File: config.mk
export PLATFORM = sky130hd
export DESIGN_NAME = sarbi_top
export DESIGN_NICKNAME = d
export VERILOG_FILES = /design/src/logic/sarbi_top.v
export VERILOG_INCLUDE_DIRS = /design/src /design/src/logic
export SDC_FILE = /design/constraint.sdc
export NUM_CORES = 1
export LEC_CHECK = 0
export BUFFER_PORTS_ARGS = -buffer_cell sky130_fd_sc_hd__buf_2
export CAP_MARGIN = 0
export CORE_AREA = 2 2 96 98
export DETAILED_ROUTE_END_ITERATION = 16
export DIE_AREA = 0 0 98 100
export PLACE_DENSITY_LB_ADDON = 0.05
export SETUP_SLACK_MARGIN = 0.1
export SLEW_MARGIN = 20
export SYNTH_ARGS = -nofsm -noshare
export SYNTH_HDL_FRONTEND = slang
export SYNTH_SLANG_ARGS = --single-unit
File: constraint.sdc
create_clock -name aclk -period 2.39 [get_ports aclk]
set_input_delay 0.239 -clock aclk [delete_from_list [all_inputs] [get_ports aclk]]
set_output_delay 0.239 -clock aclk [all_outputs]
set_load 0.005 [all_outputs]
File: src/logic/sarbi_map.vh
// Register offsets, field positions, reset values and timing counts for the converter interface.
`ifndef SARBI_MAP_VH
`define SARBI_MAP_VH
`define SARBI_OFF_CTRL      5'h00
`define SARBI_OFF_STATUS    5'h04
`define SARBI_OFF_RESULT    5'h08
`define SARBI_OFF_IRQ_STAT  5'h0C
`define SARBI_OFF_IRQ_EN    5'h10
`define SARBI_OFF_IRQ_CLR   5'h14
`define SARBI_CTRL_STRAP    0
`define SARBI_CTRL_RESET    1'h0
`define SARBI_HALF_SCALE    12'h800
`define SARBI_TRIAL_NS      500
`define SARBI_CLK_NS        100
`define SARBI_TRIAL_CYC     ((`SARBI_TRIAL_NS) / (`SARBI_CLK_NS))
`define SARBI_RESP_OKAY     2'h0
`define SARBI_RESP_SLVERR   2'h2
`endif

File: src/logic/sarbi_top.v
// Control, result latch and three-state output logic of a successive-approximation converter.
// Summary of operation
// - Host operations happen only while the active-low chip select is low.
// - Host operations happen only while chip enable is high.
// - Read/convert low starts a conversion; high reads the latched result.
// - Short-cycle level at start picks 12-bit (low) or 8-bit (high) conversion.
// - Byte mode: short-cycle 0 gives 8 MSBs, 1 gives 4 LSBs and zeros.
// - Word mode drives the full 12-bit result on all data outputs.
// - Short-cycle may change during a read; the driven byte follows it.
// - Start at half scale, keep or clear each trial bit, walk downward.
// - After the last trial the approximation is copied to the output buffers.
// - Result is valid only after conversion end, which the busy flag shows.
// - High byte carries bits 11..4; low byte bits 3..0 then four zeros.
// - Busy flag is high for the whole conversion and low once latched.
// - Start commands during a conversion are ignored.
`include "sarbi_map.vh"
module sarbi_top #(
  parameter TRIAL_CYC = `SARBI_TRIAL_CYC
) (
  input  wire        aclk,
  input  wire        aresetn,
  input  wire        chip_sel_n,
  input  wire        chip_en,
  input  wire        read_conv,
  input  wire        byte_short_cycle_sel,
  input  wire        comp_above,
  output reg  [11:0] trial_level,
  output reg  [11:0] result_bus,
  output wire [11:0] result_bus_oe,
  output reg         conversion_busy_flag,
  output wire        irq,
  input  wire [4:0]  s_axi_awaddr,
  input  wire        s_axi_awvalid,
  output wire        s_axi_awready,
  input  wire [31:0] s_axi_wdata,
  input  wire [3:0]  s_axi_wstrb,
  input  wire        s_axi_wvalid,
  output wire        s_axi_wready,
  output reg  [1:0]  s_axi_bresp,
  output reg         s_axi_bvalid,
  input  wire        s_axi_bready,
  input  wire [4:0]  s_axi_araddr,
  input  wire        s_axi_arvalid,
  output wire        s_axi_arready,
  output reg  [31:0] s_axi_rdata,
  output reg  [1:0]  s_axi_rresp,
  output reg         s_axi_rvalid,
  input  wire        s_axi_rready
);

  localparam [31:0] TRIAL_LAST = TRIAL_CYC - 1;
  localparam [3:0]  MSB_IDX    = 4'hB;
  localparam [3:0]  LSB_FULL   = 4'h0;
  localparam [3:0]  LSB_SHORT  = 4'h4;

  // Reports whether a byte address falls on the word of a register offset.
  function reg_hit;
    input [4:0] addr;
    input [4:0] offset;
    begin
      reg_hit = (addr[4:2] == offset[4:2]);
    end
  endfunction

  // Returns the approximation with one trial bit settled by the comparator.
  function [11:0] settle_bit;
    input [11:0] level;
    input [3:0]  idx;
    input        keep;
    reg   [11:0] mask;
    begin
      mask       = 12'h001 << idx;
      settle_bit = keep ? level : (level & ~mask);
    end
  endfunction


  reg  [11:0] result_reg;
  reg  [3:0]  bit_idx_reg;
  reg  [3:0]  last_idx_reg;
  reg  [15:0] wait_cnt_reg;
  reg         word_mode_reg;
  reg  [1:0]  irq_stat_reg;
  reg  [1:0]  irq_en_reg;
  reg         selected_d_reg;
  reg  [4:0]  awaddr_reg;
  reg         aw_held_reg;
  reg  [31:0] wdata_reg;
  reg  [3:0]  wstrb_reg;
  reg         w_held_reg;
  wire        selected;
  wire        start_cmd;
  wire        read_cmd;
  wire        trial_done;
  wire        conv_end;
  wire        do_write;
  wire [4:0]  wr_addr;
  wire [31:0] wr_data;
  wire [3:0]  wr_strb;
  reg  [11:0] out_value;
  wire        hit_ctrl;
  wire        hit_irq_en;
  wire        hit_irq_clr;
  wire [1:0]  irq_clr_bits;
  wire [1:0]  irq_set_bits;
  reg  [1:0]  irq_stat_next;
  reg  [31:0] rdata_next;
  reg  [1:0]  rresp_next;

  // A held convert level must start only once, so starts are taken on its rising edge.

  assign selected  = !chip_sel_n && chip_en;
  assign start_cmd = selected && !read_conv && !selected_d_reg;
  assign read_cmd  = selected && read_conv;
  assign trial_done = conversion_busy_flag && (wait_cnt_reg == 16'h0000);
  assign conv_end   = trial_done && (bit_idx_reg == last_idx_reg);

  always @(posedge aclk) begin
    if (!aresetn) begin
      selected_d_reg <= 1'b0;
    end else begin
      selected_d_reg <= selected && !read_conv;
    end
  end

  always @(posedge aclk) begin
    if (!aresetn) begin
      conversion_busy_flag <= 1'b0;
      trial_level          <= 12'h000;
      result_reg           <= 12'h000;
      bit_idx_reg          <= 4'hB;
      last_idx_reg         <= 4'h0;
      wait_cnt_reg         <= 16'h0000;
    end else if (start_cmd && !conversion_busy_flag) begin
      conversion_busy_flag <= 1'b1;
      trial_level          <= `SARBI_HALF_SCALE;
      bit_idx_reg          <= MSB_IDX;
      last_idx_reg         <= byte_short_cycle_sel ? LSB_SHORT : LSB_FULL;
      wait_cnt_reg         <= TRIAL_LAST[15:0];
    end else if (conversion_busy_flag) begin
      // Each trial waits out its settling time before the comparator is trusted.
      if (wait_cnt_reg != 16'h0000) begin
        wait_cnt_reg <= wait_cnt_reg - 16'h0001;
      end else begin
        trial_level <= settle_bit(trial_level, bit_idx_reg, comp_above);
        if (conv_end) begin
          conversion_busy_flag <= 1'b0;
          result_reg <= settle_bit(trial_level, bit_idx_reg, comp_above);
        end else begin
          bit_idx_reg  <= bit_idx_reg - 4'h1;
          trial_level[bit_idx_reg - 4'h1] <= 1'b1;
          wait_cnt_reg <= TRIAL_LAST[15:0];
        end
      end
    end
  end

  always @* begin
    if (word_mode_reg) begin
      out_value = result_reg;
    end else if (!byte_short_cycle_sel) begin
      out_value = {4'h0, result_reg[11:4]};
    end else begin
      out_value = {4'h0, result_reg[3:0], 4'h0};
    end
  end

  always @(posedge aclk) begin
    if (!aresetn) begin
      result_bus <= 12'h000;
    end else begin
      result_bus <= out_value;
    end
  end

  assign result_bus_oe = (read_cmd && !conversion_busy_flag) ?
                         (word_mode_reg ? 12'hFFF : 12'h0FF) : 12'h000;

  assign s_axi_awready = !aw_held_reg && !s_axi_bvalid;
  assign s_axi_wready  = !w_held_reg && !s_axi_bvalid;
  assign wr_addr = aw_held_reg ? awaddr_reg : s_axi_awaddr;
  assign wr_data = w_held_reg ? wdata_reg : s_axi_wdata;
  assign wr_strb = w_held_reg ? wstrb_reg : s_axi_wstrb;
  assign do_write = (aw_held_reg || (s_axi_awvalid && s_axi_awready)) &&
                    (w_held_reg || (s_axi_wvalid && s_axi_wready));
  assign s_axi_arready = !s_axi_rvalid;
  assign irq = |(irq_stat_reg & irq_en_reg);

  assign hit_ctrl    = reg_hit(wr_addr, `SARBI_OFF_CTRL);
  assign hit_irq_en  = reg_hit(wr_addr, `SARBI_OFF_IRQ_EN);
  assign hit_irq_clr = reg_hit(wr_addr, `SARBI_OFF_IRQ_CLR);

  assign irq_clr_bits = (do_write && wr_strb[0] && hit_irq_clr) ? wr_data[1:0] : 2'h0;
  assign irq_set_bits = {start_cmd && !conversion_busy_flag, conv_end};

  // An event in the same cycle as its clear wins, so no event is lost.
  always @* begin
    irq_stat_next = (irq_stat_reg & ~irq_clr_bits) | irq_set_bits;
  end

  always @(posedge aclk) begin
    if (!aresetn) begin
      irq_stat_reg <= 2'h0;
    end else begin
      irq_stat_reg <= irq_stat_next;
    end
  end

  // Read data is decoded here and registered when the address is taken.
  always @* begin
    rdata_next = 32'h00000000;
    rresp_next = `SARBI_RESP_OKAY;
    if (reg_hit(s_axi_araddr, `SARBI_OFF_CTRL)) begin
      rdata_next = {31'h0, word_mode_reg};
    end else if (reg_hit(s_axi_araddr, `SARBI_OFF_STATUS)) begin
      rdata_next = {31'h0, conversion_busy_flag};
    end else if (reg_hit(s_axi_araddr, `SARBI_OFF_RESULT)) begin
      rdata_next = {20'h0, result_reg};
    end else if (reg_hit(s_axi_araddr, `SARBI_OFF_IRQ_STAT)) begin
      rdata_next = {30'h0, irq_stat_reg};
    end else if (reg_hit(s_axi_araddr, `SARBI_OFF_IRQ_EN)) begin
      rdata_next = {30'h0, irq_en_reg};
    end else if (reg_hit(s_axi_araddr, `SARBI_OFF_IRQ_CLR)) begin
      rdata_next = 32'h00000000;
    end else begin
      rresp_next = `SARBI_RESP_SLVERR;
    end
  end

  // Address and data may arrive in either order; each is held until its partner comes.

  always @(posedge aclk) begin
    if (!aresetn) begin
      aw_held_reg   <= 1'b0;
      w_held_reg    <= 1'b0;
      awaddr_reg    <= 5'h00;
      wdata_reg     <= 32'h00000000;
      wstrb_reg     <= 4'h0;
      s_axi_bvalid  <= 1'b0;
      s_axi_bresp   <= `SARBI_RESP_OKAY;
      word_mode_reg <= `SARBI_CTRL_RESET;
      irq_en_reg    <= 2'h0;
    end else begin
      if (s_axi_bvalid && s_axi_bready) begin
        s_axi_bvalid <= 1'b0;
      end
      if (do_write) begin
        aw_held_reg  <= 1'b0;
        w_held_reg   <= 1'b0;
        s_axi_bvalid <= 1'b1;
        s_axi_bresp  <= `SARBI_RESP_OKAY;
      end else begin
        if (s_axi_awvalid && s_axi_awready) begin
          aw_held_reg <= 1'b1;
          awaddr_reg  <= s_axi_awaddr;
        end
        if (s_axi_wvalid && s_axi_wready) begin
          w_held_reg <= 1'b1;
          wdata_reg  <= s_axi_wdata;
          wstrb_reg  <= s_axi_wstrb;
        end
      end
      if (do_write && wr_strb[0] && hit_ctrl) begin
        word_mode_reg <= wr_data[`SARBI_CTRL_STRAP];
      end else if (do_write && wr_strb[0] && hit_irq_en) begin
        irq_en_reg <= wr_data[1:0];
      end else if (do_write && !hit_ctrl && !hit_irq_en && !hit_irq_clr) begin
        s_axi_bresp <= `SARBI_RESP_SLVERR;
      end
    end
  end

  always @(posedge aclk) begin
    if (!aresetn) begin
      s_axi_rvalid <= 1'b0;
      s_axi_rdata  <= 32'h00000000;
      s_axi_rresp  <= `SARBI_RESP_OKAY;
    end else if (s_axi_arvalid && s_axi_arready) begin
      s_axi_rvalid <= 1'b1;
      s_axi_rresp  <= rresp_next;
      s_axi_rdata  <= rdata_next;
    end else if (s_axi_rready) begin
      s_axi_rvalid <= 1'b0;
    end
  end

endmodule

==> impl_metrics.py, run 1 <==
metrics = {
    "run_status": {
        "status": "completed",
    },
    "clock_tree": {
        "cts_setup_buffers": 0,
        "cts_tree": "done",
        "path_clk_slew_ns": 0.10,
        "cts_made_buffers": 9,
        "clockBufferDepth": 2,
        "clk_latency_ns": 0.36,
        "hold_buffers": 0,
        "ctsResizeCount": 0,
        "clkSinkCount": 89,
        "cts_max_level": 3,
        "cts_root_buffer": "clkbuf_8",
    },
    "grt": {
        "grt_pass1_wl_um": 16300,
        "antenna_found_initial": 0,
        "overflow": 0,
        "grt_max_degree": 52,
        "grt_pass1_vias": 3386,
        "grt_use_total_pct": 20.4,
    },
    "synth": {
        "yosysTopAreaCell": "dfxtp_1",
        "synth_area_mm2": 0.00447,
        "synth_warnings": 0,
        "ys_types": 63,
        "synth_top_area_share_pct": 39.8,
        "ys_async_sr_fraction_pct": 0,
        "synth_edf_count": 0,
        "synth_flop_cell": "dfxtp_1",
        "ys_top_cells_by_area": "dfxtp_1, buf_4, o21ai_0, nor2b_1, nand2_1",
        "synth_cells": 517,
        "ys_ff_latch": 89,
        "syn_area_per_cell_um2": 8.65,
        "seq_area_frac_synth_pct": 39.8,
    },
    "final_layout": {
        "antennaDiodeCount": 0,
        "nets": 648,
        "multi_input_area_mm2": 0.00237,
        "largest_register_ffs": 16,
        "nFillCells": 855,
        "register_area_mm2": 0.00178,
        "drive_gt1_share_pct": 21.0,
        "syn2layout_area_growth_pct": 11.8,
    },
    "hold_path": {
        "hold_class": "input port to flip-flop",
        "min_from": "chip_sel_n",
        "whs_endpoint": "selected_d_reg",
        "whs_path_depth": 2,
    },
    "job": {
        "drv_cap": 0,
    },
    "timing": {
        "worst_slew_pin_slew_ns": 0.725,
        "tns_ns": 0,
        "max_freq_mhz": 484,
        "setup_viol": 0,
        "clock_skew_ns": 0.00919,
        "period_minus_slack_ns": 2.07,
        "whs_ns": 0.0374,
        "drv_slew": 0,
        "hold_violations": 0,
        "finalCritPeriodShare_pct": 86.5,
        "max_slew_margin_pct": 51.5,
        "rsz0062_at_grt": "no",
    },
    "critical_path": {
        "r2r_slack_ns": 0.35,
        "path_max_fanout": 9,
        "cp-end-kind": "output pin",
        "timing.rr.start": "wait_cnt_reg[3]",
        "slowest_stage": "or3b_1",
        "required_ns": 2.15,
        "path_cells": "or3b_1 > nor2_1 > and2_1 > buf_2",
        "critPathMaxStageDelay_ns": 0.40,
        "worst_setup_path_start_kind": "flip-flop",
        "reg2reg_to": "result_reg[8]",
        "worst_r2r_path_depth": 5,
        "critPathKind": "flip-flop to output pin",
        "critPathArrivalTime_ns": 1.83,
    },
    "floorplan": {
        "coreArea_mm2": 0.00889,
        "fp.dieH_um": 100,
        "start_util_pct": 50.3,
        "die_w_um": 98,
        "die_area_mm2": 0.00980,
        "ioPinCount": 137,
        "num_rows": 35,
    },
    "drt": {
        "ant_nets": 0,
        "wire_per_inst_um": 14.3,
        "drc": 0,
        "drtIter0Drc": 107,
        "first_pass_iters": 5,
        "viasPerCell": 5.32,
        "vias": 3710,
        "totalWireLength_um": 9990,
    },
    "power": {
        "p_leak_nw": 2.09,
        "p_per_area_mw_per_mm2": 614,
        "max-vdd-ir-drop_mv": 0.326,
    },
    "placement": {
        "gp_congestion": 0.854,
        "place.port_buffers": 78,
        "dp_hpwl_um": 7240,
    },
}
## critical path: cells and delay by family (launching register included)
family | cells | cell delay (ns)
buffers and inverters | 1 | 0.13
AND/OR/NAND/NOR | 3 | 1.01
flip-flops | 1 | 0.32
## area by class of cell
| cell class | instances | share of cell area, % |
|---|---|---|
| Timing Repair Buffer | 89 | 9.46 |
| Sequential cell | 89 | 35.6 |
| Tap cell | 111 | 2.78 |
| Clock inverter | 7 | 1.48 |
| Inverter | 11 | 0.826 |
| Clock buffer | 9 | 2.48 |
| Multi-Input combinational cell | 381 | 47.3 |
## cell usage in the layout (no fill, tap or decap), types with 3 or more instances in the layout
cell type	synthesis	routed
o21ai_0	37	37
nand4_1	13	13
nor3b_1	4	4
nand3_1	20	20
buf_2	3	78
dfxtp_1	89	89
a31oi_1	3	3
o2111ai_1	3	3
a21oi_1	20	20
conb_1	1	21
nor2_1	38	38
and3_1	5	5
inv_1	11	11
nor3_1	12	12
mux2_2	3	3
inv_8	0	3
clkbuf_8	0	9
mux2i_1	13	13
nor2b_1	29	29
buf_4	36	11
nor3_2	3	3
o31ai_1	6	6
o211ai_1	7	7
a22oi_1	14	14
xnor2_1	4	4
nand2_1	45	45
and2_1	8	8
nand2b_1	9	9
ha_1	9	9
xor2_1	9	9
a21boi_0	4	4
or3_1	6	6
## kinds of logic (layout without fill, tap and decap cells)
group / count (synthesis) / count (layout) / synth area share, %
multiplexers: 16 / 16 / 3.66
AO/OA/AOI/OAI: 110 / 110 / 15.5
flip-flops: 89 / 89 / 39.8
buffers and inverters: 67 / 116 / 8.92
adder cells (fa/ha/maj): 9 / 9 / 2.52
AND/OR/NAND/NOR: 212 / 212 / 27.0
XOR/XNOR: 13 / 13 / 2.55
other: 1 / 21 / 0.0838
## metal layers
layer | part of all wire (%) | global-route usage [%] | up-vias
li1 | - | - | 1905
met1 | 49 | 27.7 | 1710
met2 | 46 | 33.4 | 85
met3 | 4.4 | 3.20 | 10
met4 | 1.3 | 7.26 | 0
met5 | 0 | 0 | -
## through the flow
stage,util (%),instance area [um2],setup WS [ns],instances,power [W]
2_1_floorplan,-,4550,0.547,537,0.00196
3_3_place_gp,54.0,4800,0.368,681,0.00205
3_5_place_dp,54.0,4800,0.341,681,0.00206
4_1_cts,56.2,5000,0.219,697,0.00310
5_1_grt,56.2,5000,0.155,697,0.00321
6_report,56.2,5000,0.323,697,0.00307
## power breakdown
part	switching [W]	internal (W)	total, W	leakage [nW]
sequential	0.0000536	0.00153	0.00158	0.720
combinational	0.000265	0.000177	0.000442	1.27
clock	0.000632	0.000412	0.00104	0.0946
total	0.000951	0.00212	0.00307	2.09
## synthesized netlist by cell type (all sizes together), types with 11 or more instances
cell type	number
a21oi	20
a22oi	14
buf	40
clkbuf	16
dfxtp	89
inv	11
mux2i	13
nand2	45
nand3	21
nand4	14
nor2	39
nor2b	29
nor3	16
o21ai	39
## how the worst max path moves through the flow
stage,end,slack [ns],cells past startpoint,from
after floorplan,trial_level[10],0.55,8,bit_idx_reg[0]
after global placement,result_reg[8],0.37,5,wait_cnt_reg[3]
after detailed placement,wait_cnt_reg[12],0.34,6,chip_sel_n
after CTS,result_bus_oe[11],0.22,4,conversion_busy_flag
after global routing,result_bus_oe[10],0.16,4,conversion_busy_flag
final,result_bus_oe[11],0.32,4,conversion_busy_flag
Power figures use the tool's default switching activity.
==> run 2: changes to the inputs <==
- CAP_MARGIN: 0 -> default
- CORE_AREA: 2 2 96 98 -> 2 2 114 83
- CTS_CLUSTER_SIZE: default -> 14
- DIE_AREA: 0 0 98 100 -> 0 0 116 85
==> run 2 against run 1 <==
Compared with the run above:
- core utilization grew 1.9 points
- worst hold slack improved by 0.063 ns
- critical endpoint is now wait_cnt_reg[4]
- largest cell class unchanged
- critical path type is now flip-flop to flip-flop
- combinational power barely moved
- fmax is 2.0% higher
- sequential share of layout area is 0.74 points lower
- sequential power barely moved
- sequential cell count unchanged
- first-iteration DRC count increased by 110%
- critical path depth increased by 4
- clock skew shrank 0.0044 ns
- global-route usage grew 1.6 points
==> impl_metrics.py, run 2 (same netlist as run 1, synthesis figures left out) <==
metrics = {
    "critical_path": {
        "worst_r2r_path_depth": 8,
        "cp-startpoint": "bit_idx_reg[1]",
        "r2r_slack_ns": 0.36,
        "critPathKind": "flip-flop to flip-flop",
        "endpoint": "wait_cnt_reg[4]",
        "worst_setup_path_start_kind": "flip-flop",
        "critPathArrivalTime_ns": 2.25,
        "timing.rr.start": "bit_idx_reg[1]",
        "path_max_fanout": 5,
        "required_ns": 2.61,
        "reg2reg_to": "wait_cnt_reg[4]",
        "cp-end-kind": "flip-flop",
    },
    "clock_tree": {
        "cts_setup_buffers": 0,
        "cts_root_buffer": "clkbuf_16",
        "path_clk_slew_ns": 0.06,
        "cts_made_buffers": 9,
        "clockBufferDepth": 2,
        "cts_max_level": 3,
        "cts_tree": "done",
        "clkSinkCount": 89,
        "clk_latency_ns": 0.34,
    },
    "final_layout": {
        "syn2layout_area_growth_pct": 14.2,
        "final_cell_mix": "dfxtp_1, buf_2, nand2_1",
        "nFillCells": 855,
        "drive_gt1_share_pct": 20.7,
        "final_common_cell": "dfxtp_1",
        "nets": 647,
        "largest_register_ffs": 16,
        "antennaDiodeCount": 0,
        "stdcell_count": 708,
    },
    "power": {
        "p_per_area_mw_per_mm2": 672,
        "max-vdd-ir-drop_mv": 0.349,
        "p_leak_nw": 2.13,
    },
    "timing": {
        "period_minus_slack_ns": 2.03,
        "clock_skew_ns": 0.00477,
        "hold_violations": 0,
        "max_slew_margin_pct": 51.0,
        "drv_slew": 0,
        "tns_ns": 0,
        "rsz0062_at_grt": "no",
        "setup_viol": 0,
        "worst_slew_pin_slew_ns": 0.732,
        "max_freq_mhz": 493,
        "finalCritPeriodShare_pct": 84.8,
    },
    "grt": {
        "grt_pass1_vias": 3512,
        "antenna_found_initial": 0,
        "overflow": 0,
        "grt_max_degree": 58,
        "grt_use_total_pct": 22.0,
        "grt_pass1_wl_um": 17200,
    },
    "placement": {
        "gp_congestion": 0.837,
        "place_inst": 693,
        "dp_hpwl_um": 7450,
        "place.port_buffers": 78,
    },
    "floorplan": {
        "start_util_pct": 50.9,
        "coreArea_mm2": 0.00878,
        "die_area_mm2": 0.00986,
        "ioPinCount": 137,
        "die_w_um": 116,
        "num_rows": 29,
        "fp.dieH_um": 85,
    },
    "hold_path": {
        "hold_class": "input port to flip-flop",
    },
    "drt": {
        "drc": 0,
        "first_pass_iters": 5,
        "vias": 3756,
        "ant_nets": 0,
        "totalWireLength_um": 10300,
        "drtIter0Drc": 221,
        "wire_per_inst_um": 14.6,
        "viasPerCell": 5.31,
    },
    "job": {
        "drv_cap": 0,
    },
    "run_status": {
        "status": "completed",
    },
}
## run 2: cell types whose count changed in the layout (fill, tap and decap cells not counted), sizes merged
cell,change
inv,-4
bufinv,+1
clkinvlp,-1
clkinv,+2
clkbuf,+1
buf,-1
## run 2: worst max-delay path, stage by stage (launching register included)
cell	delay, ns
dfxtp_1	0.31
inv_1	0.13
ha_1	0.25
nor2b_1	0.22
nand4_1	0.30
buf_4	0.26
o21ai_0	0.21
xor2_1	0.17
nor2_1	0.05
## run 2: layout make-up
type / count / area [um2] / share of cell area (%)
well taps: 124 / 155 / 3.04
clock buffers: 10 / 239 / 4.68
inverters: 11 / 41.3 / 0.809
flip-flops and latches: 89 / 1780 / 34.9
multi-input cells: 381 / 2370 / 46.4
repair buffers: 88 / 465 / 9.12
clock inverters: 5 / 56.3 / 1.10
## run 2: report_power, final
| part | internal, W | leakage, nW | switching (W) |
|---|---|---|---|
| Sequential | 0.00153 | 0.720 | 0.0000528 |
| Combinational | 0.000177 | 1.26 | 0.000268 |
| Clock | 0.000831 | 0.144 | 0.000574 |
## run 2: metal layers
layer / track usage [%] / up-vias / part of all wire, % / wire length (um)
li1: - / 1904 / - / -
met3: 6.29 / 9 / 5.3 / 548
met1: 31.1 / 1755 / 50 / 5120
met2: 33.4 / 88 / 44 / 4560
met4: 5.52 / 0 / 0.82 / 85
met5: 0 / - / 0 / 0
## run 2: through the flow
stage / area (um2) / hold WS (ns) / total power, W / util (%) / worst slack (ns)
floorplan: 4550 / 0.315 / 0.00196 / - / 0.547
global placement: 4810 / 0.441 / 0.00205 / 54.8 / 0.380
detailed placement: 4810 / 0.447 / 0.00205 / 54.8 / 0.355
CTS: 5110 / 0.0902 / 0.00347 / 58.2 / 0.334
global route: 5110 / 0.0898 / 0.00360 / 58.2 / 0.151
finish: 5110 / 0.101 / 0.00343 / 58.2 / 0.363
## run 2: timing repair
action,in CTS,in global routing
gates resized for setup,0,1
hold buffers,0,0
endpoints found under the setup margin,0,3
## run 2: how the worst min path moves through the flow
stage	startpoint	end	cells after the start
after floorplan	chip_sel_n	selected_d_reg	1
after global placement	chip_sel_n	selected_d_reg	2
after detailed placement	chip_sel_n	selected_d_reg	2
after CTS	chip_sel_n	selected_d_reg	2
after global routing	chip_sel_n	selected_d_reg	2
final	chip_sel_n	selected_d_reg	2
